<file path="src/verilog/airc_params.svh">
/*
  constants for the interrupt and reset control register: field positions,
  key values, reset values. assumes inclusion by bare name.
*/
`ifndef AIRC_PARAMS_SVH
`define AIRC_PARAMS_SVH
`define AIRC_ADDR_CTRL      4'h0
`define AIRC_KEY_HI         31
`define AIRC_KEY_LO         16
`define AIRC_WRITE_KEY      16'h05FA
`define AIRC_READ_KEY       16'hFA05
`define AIRC_BIT_ENDIAN     15
`define AIRC_BIT_BOOST      14
`define AIRC_BIT_FAULTNS    13
`define AIRC_GROUP_HI       10
`define AIRC_GROUP_LO       8
`define AIRC_BIT_RSTSEC     3
`define AIRC_BIT_RSTREQ     2
`define AIRC_BIT_DBGCLR     1
`define AIRC_GROUP_RESET    3'h0
`endif

</file>
<file path="src/verilog/airc_pkg.sv">
/*
  types for the interrupt and reset control register block.
  assumes the params header sits on the include path.
*/
package airc_pkg;
  typedef struct packed {
    logic        boost;
    logic        fault_ns;
    logic [2:0]  group;
    logic        rst_sec;
  } airc_ctrl_t;
endpackage

</file>
<file path="src/verilog/airc_keycheck.sv">
/*
  key comparator: flags a write whose upper half holds the write key.
  assumes write data from the same clock domain.
*/
`timescale 1ns/1ps
`include "airc_params.svh"
module airc_keycheck
  import airc_pkg::*;
(
  input  wire logic [31:0] wdata,
  output wire logic        key_ok
);
  assign key_ok = (wdata[`AIRC_KEY_HI:`AIRC_KEY_LO] == `AIRC_WRITE_KEY);
endmodule

</file>
<file path="src/verilog/airc_reg.sv">
/*
  application interrupt and reset control register.
  assumes a single-cycle register port on mclk, security state of the
  access given by acc_secure, endianness strap a static level.
*/
// The implementer's own choices: the register addresses and strobed register access.
// Operation
// - writes land only with key 0x5FA in bits 31:16, which read 0xFA05.
// - the key field is one copy for both security states.
// - bit 15 reads the data byte order, read only, not banked.
// - bits 10:8 hold the read-write priority grouping field.
// - bit 1 is debug write-only, reads zero; software writes zero.
// - bit 14 is writable only from secure, reads zero from non-secure.
// - bit 14 at one de-prioritises non-secure exceptions.
// - bit 14 is one copy and enables the priority boost.
// - bit 13 routes bus fault and nmi non-secure, resets to zero; with SECURITY_EXT clear the code reads and drives it as one.
// - writing one to bit 2 requests a system reset; the code raises the request only when SECURITY_EXT is set.
`timescale 1ns/1ps
`include "airc_params.svh"
module airc_reg
  import airc_pkg::*;
#(
  parameter bit SECURITY_EXT = 1'b1
) (
  input  wire logic        mclk,
  input  wire logic        rst_n,
  input  wire logic [3:0]  addr,
  input  wire logic [31:0] wdata,
  input  wire logic        wr_stb,
  input  wire logic        rd_stb,
  input  wire logic        acc_secure,
  input  wire logic        endian_big,
  output logic      [31:0] rdata,
  output logic      [2:0]  priority_grouping_split,
  output logic             secure_priority_boost,
  output logic             fault_nonsecure_routing,
  output logic             system_reset_request
);
  airc_ctrl_t  ctrl_q;
  airc_ctrl_t  ctrl_d;
  logic [31:0] rdata_q;
  logic        rst_pulse_q;
  logic        endian_s1_q;
  logic        endian_s2_q;
  logic        key_ok;
  wire         hit;
  wire         wr_ok;
  wire         sec_w;
  wire         rst_allowed;
  wire [31:0]  rd_word;
  wire         rst_fire;
  wire         rd_hit;
  wire         rd_boost;
  wire         rd_fault_ns;
  wire         rd_rst_sec;

  localparam airc_ctrl_t CTRL_RESET = '{boost: 1'b0, fault_ns: 1'b0,
                                        group: `AIRC_GROUP_RESET, rst_sec: 1'b0};

  airc_keycheck u_key (
    .wdata  (wdata),
    .key_ok (key_ok)
  );

  assign hit = (addr == `AIRC_ADDR_CTRL);
  assign rd_hit = rd_stb && hit;
  assign wr_ok = wr_stb && hit && key_ok;
  assign sec_w = wr_ok && acc_secure && SECURITY_EXT;
  assign rst_allowed = acc_secure || !ctrl_q.rst_sec;
  assign rst_fire = wr_ok && SECURITY_EXT && rst_allowed && wdata[`AIRC_BIT_RSTREQ];
  assign rd_boost = SECURITY_EXT ? (acc_secure & ctrl_q.boost) : 1'b0;
  assign rd_rst_sec = SECURITY_EXT ? (acc_secure & ctrl_q.rst_sec) : 1'b0;
  assign rd_fault_ns = SECURITY_EXT ? ctrl_q.fault_ns : 1'b1;

  always_comb begin
    ctrl_d = ctrl_q;
    if (wr_ok) begin
      ctrl_d.group = wdata[`AIRC_GROUP_HI:`AIRC_GROUP_LO];
    end
    if (sec_w) begin
      ctrl_d.boost    = wdata[`AIRC_BIT_BOOST];
      ctrl_d.fault_ns = wdata[`AIRC_BIT_FAULTNS];
      ctrl_d.rst_sec  = wdata[`AIRC_BIT_RSTSEC];
    end
  end

  // async strap pin: two flops
  always_ff @(posedge mclk) begin
    endian_s1_q <= endian_big;
    endian_s2_q <= endian_s1_q;
  end

  always_ff @(posedge mclk) begin
    if (!rst_n) begin
      ctrl_q <= CTRL_RESET;
    end else begin
      ctrl_q <= ctrl_d;
    end
  end

  always_ff @(posedge mclk) begin
    if (!rst_n) begin
      rst_pulse_q <= 1'b0;
    end else begin
      rst_pulse_q <= rst_fire;
    end
  end

  // read data stands one cycle, zero otherwise
  always_ff @(posedge mclk) begin
    if (!rst_n) begin
      rdata_q <= 32'h0000_0000;
    end else begin
      rdata_q <= rd_stb ? rd_word : 32'h0000_0000;
    end
  end

  assign rd_word = !hit ? 32'h0000_0000 :
    {`AIRC_READ_KEY, endian_s2_q, rd_boost, rd_fault_ns,
     2'b00, ctrl_q.group, 4'h0, rd_rst_sec, 1'b0, 1'b0, 1'b0};

  assign rdata = rdata_q;
  assign priority_grouping_split = ctrl_q.group;
  assign secure_priority_boost   = ctrl_q.boost;
  assign fault_nonsecure_routing = SECURITY_EXT ? ctrl_q.fault_ns : 1'b1;
  assign system_reset_request    = rst_pulse_q;

  a_key_gate: assert property (@(posedge mclk) disable iff (!rst_n)
    (wr_stb && !key_ok) |=> (ctrl_q == $past(ctrl_q)))
    else $error("keyless write changed state");
  a_group_write: assert property (@(posedge mclk) disable iff (!rst_n)
    wr_ok |=> (priority_grouping_split == $past(wdata[10:8])))
    else $error("grouping not written");
  a_boost_ns_wi: assert property (@(posedge mclk) disable iff (!rst_n)
    (wr_stb && !acc_secure) |=> $stable(secure_priority_boost))
    else $error("non-secure changed boost");
  a_read_key: assert property (@(posedge mclk) disable iff (!rst_n)
    (rd_stb && hit) |=> (rdata[31:16] == 16'hFA05))
    else $error("key readback wrong");
  a_reserved_zero: assert property (@(posedge mclk) disable iff (!rst_n)
    rd_stb |=> (rdata[12:11] == 2'b00 && rdata[7:4] == 4'h0 && rdata[1:0] == 2'b00))
    else $error("reserved bits nonzero");
  a_reset_req: assert property (@(posedge mclk) disable iff (!rst_n)
    system_reset_request |-> $past(wr_ok && wdata[2]))
    else $error("spurious reset request");
  a_boost_ns_read: assert property (@(posedge mclk) disable iff (!rst_n)
    (rd_stb && !acc_secure) |=> !rdata[14])
    else $error("boost visible to non-secure");
  a_endian_read: assert property (@(posedge mclk) disable iff (!rst_n)
    (rd_stb && hit) |=> (rdata[15] == $past(endian_s2_q)))
    else $error("byte order bit wrong");

  a_key_bad_word: assert property (@(posedge mclk) disable iff (!rst_n)
    (wr_stb && hit && (wdata[`AIRC_KEY_HI:`AIRC_KEY_LO] != `AIRC_WRITE_KEY)) |=>
      $stable(priority_grouping_split))
    else $error("write without key accepted");
  a_key_ns_shared: assert property (@(posedge mclk) disable iff (!rst_n)
    (rd_hit && !acc_secure) |=> (rdata[31:16] == `AIRC_READ_KEY))
    else $error("non-secure key readback wrong");
  a_endian_ns: assert property (@(posedge mclk) disable iff (!rst_n)
    (rd_hit && !acc_secure) |=> (rdata[15] == $past(endian_s2_q)))
    else $error("byte order not shared");
  a_group_hold: assert property (@(posedge mclk) disable iff (!rst_n)
    !wr_ok |=> $stable(priority_grouping_split))
    else $error("grouping changed without write");
  a_debug_bit_zero: assert property (@(posedge mclk) disable iff (!rst_n)
    rd_hit |=> !rdata[`AIRC_BIT_DBGCLR])
    else $error("debug bit read nonzero");

  a_boost_reset: assert property (@(posedge mclk)
    !rst_n |=> !secure_priority_boost)
    else $error("boost not cleared by reset");
  a_boost_sec_write: assert property (@(posedge mclk) disable iff (!rst_n)
    sec_w |=> (secure_priority_boost == $past(wdata[`AIRC_BIT_BOOST])))
    else $error("secure boost write lost");
  a_nosec_layout: assert property (@(posedge mclk) disable iff (!rst_n)
    (rd_hit && !SECURITY_EXT) |=> (rdata[14:13] == 2'b01 && rdata[3:2] == 2'b00))
    else $error("layout without security wrong");
  a_nosec_outputs: assert property (@(posedge mclk) disable iff (!rst_n)
    !SECURITY_EXT |-> (fault_nonsecure_routing && !secure_priority_boost &&
      !system_reset_request))
    else $error("security outputs active without security");
  a_unmapped_zero: assert property (@(posedge mclk) disable iff (!rst_n)
    (rd_stb && !hit) |=> (rdata == 32'h0000_0000))
    else $error("unmapped read nonzero");
  a_idle_rdata: assert property (@(posedge mclk) disable iff (!rst_n)
    !rd_stb |=> (rdata == 32'h0000_0000))
    else $error("read data outside read cycle");

  a_fault_reset: assert property (@(posedge mclk)
    (!rst_n && SECURITY_EXT) |=> !fault_nonsecure_routing)
    else $error("fault routing not cleared by reset");
  a_fault_ns_wi: assert property (@(posedge mclk) disable iff (!rst_n)
    (wr_stb && !acc_secure) |=> $stable(fault_nonsecure_routing))
    else $error("non-secure changed fault routing");
  a_fault_sec_write: assert property (@(posedge mclk) disable iff (!rst_n)
    sec_w |=> (fault_nonsecure_routing == $past(wdata[`AIRC_BIT_FAULTNS])))
    else $error("secure fault routing write lost");
  a_fault_ns_read: assert property (@(posedge mclk) disable iff (!rst_n)
    (rd_hit && SECURITY_EXT) |=> (rdata[13] == $past(fault_nonsecure_routing)))
    else $error("fault routing readback wrong");
  a_reset_fires: assert property (@(posedge mclk) disable iff (!rst_n)
    (wr_stb && hit && key_ok && acc_secure && SECURITY_EXT && wdata[2]) |=>
      system_reset_request)
    else $error("secure reset request lost");
  a_reset_refused: assert property (@(posedge mclk) disable iff (!rst_n)
    (wr_stb && !acc_secure && ctrl_q.rst_sec) |=> !system_reset_request)
    else $error("non-secure reset not refused");
  a_reset_zero_write: assert property (@(posedge mclk) disable iff (!rst_n)
    (wr_stb && !wdata[2]) |=> !system_reset_request)
    else $error("reset request on zero write");
  a_rstsec_ns_read: assert property (@(posedge mclk) disable iff (!rst_n)
    (rd_stb && !acc_secure) |=> !rdata[3])
    else $error("secure-only reset bit visible");
endmodule

</file>
<file path="config.mk">
export PLATFORM = sky130hd
export DESIGN_NAME = airc_reg
export DESIGN_NICKNAME = d
export VERILOG_FILES = /design/src/verilog/airc_pkg.sv /design/src/verilog/airc_keycheck.sv /design/src/verilog/airc_reg.sv
export VERILOG_INCLUDE_DIRS = /design/src /design/src/verilog
export SDC_FILE = /design/constraint.sdc
export NUM_CORES = 1
export LEC_CHECK = 0
export BUFFER_PORTS_ARGS = -buffer_cell sky130_fd_sc_hd__buf_2
export CORE_UTILIZATION = 38
export CTS_CLUSTER_SIZE = 30
export DETAILED_ROUTE_END_ITERATION = 6
export PLACE_DENSITY = 0.79
export SYNTH_ARGS = -nofsm -noshare
export SYNTH_HDL_FRONTEND = slang
export SYNTH_SLANG_ARGS = --single-unit
</file>
<file path="constraint.sdc">
create_clock -name mclk -period 2.49 [get_ports mclk]
set_clock_uncertainty 0.1 [all_clocks]
set_input_delay 0.498 -clock mclk [delete_from_list [all_inputs] [get_ports mclk]]
set_output_delay 0.498 -clock mclk [all_outputs]
set_load 0.005 [all_outputs]
</file>
-- Word level (Yosys, flattened, before mapping)
Index checks and enable logic that the tools add are counted.
- bits of input ports: 42
- output and inout port bits: 38
- bits in registers: 41
- bitwise logic cells: 2
- multiplexer cells: 1
- equal/unequal tests: 1
- reduce and logical (&&, ||, !) cells: 10
- operators by type and width (kind ; number):
    32-bit 2-to-1 mux ; 1
    16-bit by 11-bit equality test with 1-bit output (second input constant) ; 1
    1-bit logical AND ; 5
    4-bit zero test ; 1
    3-bit AND reduction ; 1
    1-bit bitwise AND ; 2
    2-bit AND reduction ; 1
    1-bit zero test ; 1
    1-bit logical OR ; 1

-- Depth between registers and ports, before layout
Gate-level depths: netlist of the first run.
- word-level depth: 5
- mapped depth: 4
- gate-level depth less buffers: 4

-- Hierarchy
From an unflattened synthesis of the first run, not the netlist that was laid out.
- cell total of the unflattened synthesis: 85
- area total of the unflattened synthesis: 820.8 µm²
- by module, submodules not included (module ; cells an instance ; area an instance (µm²) ; instances ; seq. area each (µm²)):
    airc_reg ; 80 ; 772.0 ; 1 ; 340.3
    airc_keycheck ; 5 ; 48.8 ; 1 ; 0.0

-- Worst setup path after synthesis of the first run
OpenSTA, ideal clock, no wires.
- kind: in2reg
- start point: in addr[3]
- end point: reg ctrl_q[0] (netlist bit)
- setup time: 72 ps
- buffers on the path: 0
- slack: 974 ps
- stages on the path: 4
- arrival time: 1345 ps
- cell sequence: nor4_4 nand4_4 nor3_4 mux2i_1
- longest elaborated chain between the ends: 4
- RTL lines (element ; line ; source):
    start: declaration ; airc_reg.sv:27 ; input wire logic [3:0] addr,
    4-bit zero test (no line) ; - ;
    1-bit logical AND (2 in a row) ; airc_reg.sv:67 ; assign wr_ok = wr_stb && hit && key_ok;
    1-bit logical AND ; airc_reg.sv:68 ; assign sec_w = wr_ok && acc_secure && SECURITY_EXT;
    end signal: assignment ; airc_reg.sv:97 ; ctrl_q <= ctrl_d;
    end: declaration ; airc_reg.sv:39 ; airc_ctrl_t ctrl_q;
No other way between the ends.
A chain may end at the register's enable or synchronous reset.

-- Worst setup path after layout of the first run
- start point: in addr[3]
- end point: reg ctrl_q (netlist bit fault_nonsecure_routing)
Same word-level chain as after synthesis.

==> results of run 1 <==
-- logic make-up after synthesis --
family	after synthesis	synth area share (%)
buffers and inverters	30	25.4
other	1	0.442
AOI/OAI and AO/OA	1	1.77
and+or+nand+nor	30	25.2
DFF	17	40.1
muxes	6	7.08
-- how the worst min path moves through the flow --
stage	from	end	slack, ps	cells after the start
2_1_floorplan	endian_s1_q	endian_s2_q	210	0
3_3_place_gp	endian_s1_q	endian_s2_q	210	0
5_1_grt	endian_big	endian_s1_q	200	1
4_1_cts	endian_big	endian_s1_q	230	1
3_5_place_dp	endian_s1_q	endian_s2_q	220	0
6_report	endian_big	endian_s1_q	230	1
-- layout make-up --
type / count / area [um^2]
repair buffers: 53 / 265
well taps: 27 / 33.8
clock buffers: 4 / 26.3
multi-input cells: 54 / 353
flip-flops and latches: 17 / 340
fillers: 204 / 1000
inverters: 1 / 3.75
-- power breakdown --
group	internal [mW]	leakage, nW	switching, mW
sequential	0.274	0.138	0.000517
clock	0.0619	0.0150	0.0748
combinational	0.0228	0.407	0.0227
-- sequential cells by signal, summed over array words and instances (netlist names) --
name,flops
ctrl_q,1
endian_s1_q,1
endian_s2_q,1
fault_nonsecure_routing,1
priority_grouping_split,3
rdata,8
secure_priority_boost,1
system_reset_request,1
-- worst max-delay path, cell delays in order --
cell,delay [ps]
sky130_fd_sc_hd__buf_2,110
sky130_fd_sc_hd__nor4_4,340
sky130_fd_sc_hd__nand4_4,170
sky130_fd_sc_hd__nor3_4,230
sky130_fd_sc_hd__mux2i_1,210
-- routing by layer --
layer | vias up | global-route usage, % | wire [um]
li1 | 322 | - | -
met1 | 273 | 11.9 | 504
met2 | 43 | 24.9 | 737
met3 | 2 | 2.18 | 125
met4 | 0 | 7.35 | 19
met5 | - | 0 | 0
-- Yosys cell counts, drive strengths merged --
library cell / n / area share (%)
and4b: 1 / 1.2
nand4: 1 / 2.5
mux2i: 6 / 7.1
and2: 5 / 3.7
nor3: 2 / 2.5
inv: 1 / 0.44
clkbuf: 2 / 1.0
nand3: 1 / 1.2
conb: 1 / 0.44
buf: 27 / 24
nor2: 1 / 0.74
dfxtp: 17 / 40
and3: 3 / 2.2
a2111oi: 1 / 1.8
nor4: 1 / 2.5
and4bb: 2 / 2.9
nand2: 13 / 5.8
-- through the flow --
step	util (%)	instances
2_1_floorplan	-	101
3_3_place_gp	49.3	152
3_5_place_dp	49.3	152
4_1_cts	50.6	156
5_1_grt	50.6	156
6_report	50.6	156
==> impl_summary.txt, run 1 <==
----------------------------------------------------
[Layout]
  Ratio of cells with drive above 1 in the final layout ... ~50%
  Most frequent cells in the layout ... 53 x sky130_fd_sc_hd__buf_2, 17 x sky130_fd_sc_hd__conb_1, 17 x sky130_fd_sc_hd__dfxtp_1
  Final nets ... 172
  Cell area after layout ... 0.00102 mm^2
  Most frequent standard cell in the layout excluding fill and tap cells ... sky130_fd_sc_hd__buf_2
  Antenna cells ... 0
  Area growth from synthesis to layout ... 20.5%

[STA]
  Total negative setup slack ... 0 ps
  Minimum period implied by the final worst setup slack ... 1460 ps
  Setup-failing EPs final ... 0
  Setup repair after global routing missed its margin ... no
  Smallest hold slack ... 229 ps
  Pins over their slew limit ... 0
  Final count of hold timing violations ... 0
  Max Clock Freq ... 0.683 GHz
  Worst setup margin ... a little over 1000 ps
  Fin crit share ... 58.8%

[CTS]
  Post-CTS repair timing setup buffer count ... 0
  Buffer type at the clock tree root ... sky130_fd_sc_hd__clkbuf_4
  H-tree lvl count ... 1
  Clock Sink Count ... 17
  TritonCTS clock tree ... done
  Number of buffers created by CTS ... 3
  Post-CTS resize count ... 0
  Clock transition at path regs ... around 90 ps
  Count of hold buffers inserted by post-cts repair ... 0
  Longest Clk Path Bufs ... 2
  Insertion delay of the later-clocked pin in the worst-skew pair ... approximately 270 ps

[Placement]
  Post-Place Cell Area ... 996 um^2
  GPL Wtd Cong ... between 0.6 and 0.7
  Input/output buffers ... 53
  Post-placement worst setup slack ... 724 ps
  Post-DP HPWL ... 1160 um

[Global routing]
  First-pass GRT wire length ... 2350 um
  Pin count of the biggest net entering global routing ... 15
  Number of global-route vias before repair ... 587
  Gr ovfl total ... 0
  Aggregate global-route resource usage ... 12.6%
  Initial antenna violation count ... 0

[Route]
  Routed wire per std cell ... 8.89 um
  Number of vias per cell ... 4.10
  Pre-antenna DRT Iters ... 3
  Antenna viol nets, final ... 0
  Wire length reported by the detailed router ... 1390 um
  Residual DRC count ... 0
  Total number of vias ... 640
  Number of DRC markers in iteration 0 ... 4

[Setup path]
  Critical Path Sink ... fault_nonsecure_routing
  Worst reg2reg startpoint ... ctrl_q[0]
  Startpoint class of the critical path ... primary input
  R2r endpoint ... system_reset_request
  Timing startpoint of the critical path ... addr[3]
  Critical path arrival ... about 1600 ps
  Kind of end point of the critical path ... register
  Count of cells along the worst register-to-register path ... 1
  Data required, critical path ... 2590 ps
  Crit path kind ... primary input to register
  Setup slack on the worst flop-to-flop path ... 1670 ps
  Max FO, Critical Path ... 3

[Yosys]
  Flip-flop and latch count after synthesis ... 17
  Yosys Warn Count ... 0
  Mean cell area of the mapped netlist ... 9.98 um^2
  Post-synth cell types ... 19
  Gate count after technology mapping ... 85
  Proportion of synthesized chip area in sequential cells ... between 40% and 50%
  Post-Synthesis Cell Area ... about 850 um^2

[Die]
  Num ports ... 80
  Die Span Y ... 49.3 um
  Horizontal die dimension ... 49.3 um
  Number of rows in the core area ... 16
  Placeable Area ... 0.00202 mm^2
  Initial standard-cell utilization of the core ... a little over two fifths
  Die footprint ... between 0.002 and 0.0025 mm^2

[Power and ir drop]
  Worst IR Drop VDD ... about 0.17 mV
  Leakage component of the power ... 0.560 nW
  Power density normalized to cell area ... approximately 450 mW/mm^2
  Total chip power ... 456 uW

[Run]
  Reported max-cap violation count ... 0

[Status]
  Run status ... complete, no violations

[Hold path]
  Type of the tightest min-delay check ... primary input to register

----------------------------------------------------
(Power assumes the default switching activity.)
==> run 2: changes to the inputs <==
--- a/config.mk
+++ b/config.mk
@@ -7,10 +7,10 @@
 export NUM_CORES = 1
 export LEC_CHECK = 0
 export BUFFER_PORTS_ARGS = -buffer_cell sky130_fd_sc_hd__buf_2
-export CORE_UTILIZATION = 38
+export CORE_UTILIZATION = 36
 export CTS_CLUSTER_SIZE = 30
 export DETAILED_ROUTE_END_ITERATION = 6
-export PLACE_DENSITY = 0.79
+export PLACE_DENSITY = 0.75
 export SYNTH_ARGS = -nofsm -noshare
 export SYNTH_HDL_FRONTEND = slang
 export SYNTH_SLANG_ARGS = --single-unit
==> constraint.sdc (replaced) <==
create_clock -name mclk -period 1.4 [get_ports mclk]
set_clock_uncertainty 0.1 [all_clocks]
set_input_delay 0.28 -clock mclk [delete_from_list [all_inputs] [get_ports mclk]]
set_output_delay 0.28 -clock mclk [all_outputs]
set_load 0.005 [all_outputs]
==> impl_summary.txt, run 2 (synthesis results as in run 1) <==
----------------------------------------------------
[Status]
  Run status ... complete, no violations

[Setup path]
  Data required, critical path ... 1520 ps (-1070 ps)
  List of cells traversed by the critical path ... buf_2, nor4_4, nand4_4, nor3_4, mux2i_1
  Worst reg2reg startpoint ... ctrl_q[0]
  Kind of end point of the critical path ... register
  Count of cells along the worst register-to-register path ... 1 (unchanged)
  Max FO, Critical Path ... 3 (unchanged)
  R2r endpoint ... system_reset_request
  Maximum single-stage delay on the critical path ... 330 ps (about the same)
  Library cell contributing the largest single delay on the critical path ... sky130_fd_sc_hd__nor4_4
  Setup slack on the worst flop-to-flop path ... 560 ps (-1110 ps)
  Startpoint class of the critical path ... primary input
  Critical path arrival ... 1340 ps (-230 ps)
  Crit path kind ... primary input to register

[Placement]
  Post-DP HPWL ... 1320 um (+13%)
  Number of placed instances with taps included ... 155 (+2.0%)
  GPL Wtd Cong ... 0.662 (-2.4%)
  Post-placement worst setup slack ... -141 ps (-865 ps)
  Input/output buffers ... 53 (unchanged)

[STA]
  Setup-failing EPs final ... 0 (unchanged)
  Minimum period implied by the final worst setup slack ... 1220 ps
  Fin crit share ... 87.1%
  Worst setup margin ... 180 ps (-845 ps)
  Total negative setup slack ... 0 ps (unchanged)
  Max Clock Freq ... around 0.82 GHz
  Pins over their slew limit ... 0 (unchanged)
  Final count of hold timing violations ... 0 (unchanged)
  Setup repair after global routing missed its margin ... no

[Die]
  Die footprint ... 0.00255 mm^2 (+5.3%)
  Horizontal die dimension ... 50.5 um (+2.6%)
  Initial standard-cell utilization of the core ... 38.3% (-3.6 points)
  Placeable Area ... 0.00221 mm^2 (+9.4%)
  Die Span Y ... 50.5 um (+2.6%)
  Num ports ... 80 (unchanged)
  Number of rows in the core area ... 17 (+1)

[CTS]
  Clock Sink Count ... 17 (unchanged)
  H-tree lvl count ... 1 (unchanged)
  Clock transition at path regs ... 100 ps (about the same)
  Post-CTS resize count ... 0 (unchanged)
  Buffer type at the clock tree root ... sky130_fd_sc_hd__clkbuf_4
  Post-CTS repair timing setup buffer count ... 0 (unchanged)
  Number of buffers created by CTS ... 3 (unchanged)
  Count of hold buffers inserted by post-cts repair ... 1 (+1)
  Longest Clk Path Bufs ... 2 (unchanged)
  TritonCTS clock tree ... done
  Insertion delay of the later-clocked pin in the worst-skew pair ... 280 ps (about the same)

[Route]
  Number of DRC markers in iteration 0 ... 6 (+2)
  Routed wire per std cell ... 9.70 um (+9.1%)
  Antenna viol nets, final ... 0 (unchanged)
  Residual DRC count ... 0 (unchanged)
  Wire length reported by the detailed router ... 1550 um (+12%)
  Number of vias per cell ... 4.18 (+1.9%)
  Pre-antenna DRT Iters ... 3 (unchanged)
  Total number of vias ... 669 (+4.5%)

[Power and ir drop]
  Worst IR Drop VDD ... 0.321 mV (+90%)
  Total chip power ... 825 uW (+81%)
  Power density normalized to cell area ... 786 mW/mm^2 (+76%)
  Leakage component of the power ... 0.577 nW (+3.0%)

[Layout]
  Final nets ... 175 (+1.7%)
  Filler cells ... 214 (+4.9%)
  Antenna cells ... 0 (unchanged)
  Most frequent cells in the layout ... 53 x sky130_fd_sc_hd__buf_2, 17 x sky130_fd_sc_hd__conb_1, 17 x sky130_fd_sc_hd__dfxtp_1
  Ratio of cells with drive above 1 in the final layout ... 50.8% (+1.1 points)
  Most frequent standard cell in the layout excluding fill and tap cells ... sky130_fd_sc_hd__buf_2
  Max reg flops ... 8 (unchanged)
  Count of placed standard cells in the final layout, fillers left out ... 160 (+2.6%)
  Area growth from synthesis to layout ... 23.7%

[Global routing]
  Initial antenna violation count ... 0 (unchanged)
  First-pass GRT wire length ... 2500 um (+6.4%)
  Gr ovfl total ... 0 (unchanged)
  Aggregate global-route resource usage ... 13.4% (+0.73 points)
  Pin count of the biggest net entering global routing ... 14 (-1)
  Number of global-route vias before repair ... 660 (+12%)

[Hold path]
  Worst min-delay path endpoint ... fault_nonsecure_routing
  Hold path start ... wdata[13]
  Type of the tightest min-delay check ... primary input to register
  Hold Path Stages ... 3 (+2)

[Run]
  Reported max-cap violation count ... 0 (unchanged)

----------------------------------------------------
run 2: cell count changes in the layout (fill, tap and decap cells not counted):
cell and delta:
sky130_fd_sc_hd__clkinv_2 +1, sky130_fd_sc_hd__clkbuf_1 -1, sky130_fd_sc_hd__buf_4 +2, sky130_fd_sc_hd__dlygate4sd3_1 +1
run 2: critical path: cells and delay by family:
family | cells | cell delay (ps)
multiplexers | 1 | 210
AND/OR/NAND/NOR | 3 | 740
buffers and inverters | 1 | 110
run 2: area by class of cell:
class	count	area, um^2	share of cell area [%]
multi-input cells	54	353	33.6
flip-flops and latches	17	340	32.4
repair buffers	56	290	27.7
well taps	28	35.0	3.34
clock buffers	3	22.5	2.15
clock inverters	1	5.00	0.477
inverters	1	3.75	0.358
run 2: where the power goes:
group          switching, mW  leakage, nW  internal [mW]
clock network          0.144       0.0177          0.106
logic                 0.0419        0.421         0.0457
registers           0.000833        0.138          0.487
total                  0.187        0.577          0.638
run 2: how the worst max path moves through the flow:
| stage | from | end | slack [ps] |
|---|---|---|---|
| after floorplan | addr[3] | ctrl_q[0] | 100 |
| after global placement | addr[3] | fault_nonsecure_routing | -90 |
| after detailed placement | addr[3] | fault_nonsecure_routing | -140 |
| after CTS | rdata[30] | rdata[29] | 160 |
| after global routing | addr[3] | fault_nonsecure_routing | 100 |
| final | addr[3] | fault_nonsecure_routing | 180 |
run 2: layer usage:
metal	GRT usage, %	wire length, um	vias up
li1	-	-	328
met1	10.7	476	300
met2	27.6	928	35
met3	1.21	92	6
met4	11.6	54	0
met5	0	0	-
run 2: per-stage QoR:
step	utilization (%)	hold WS, ps	instance area, um^2
floorplan	-	208	908
global placement	45.8	214	1010
detailed placement	45.8	218	1010
CTS	47.5	126	1050
global route	47.5	126	1050
finish	47.5	133	1050
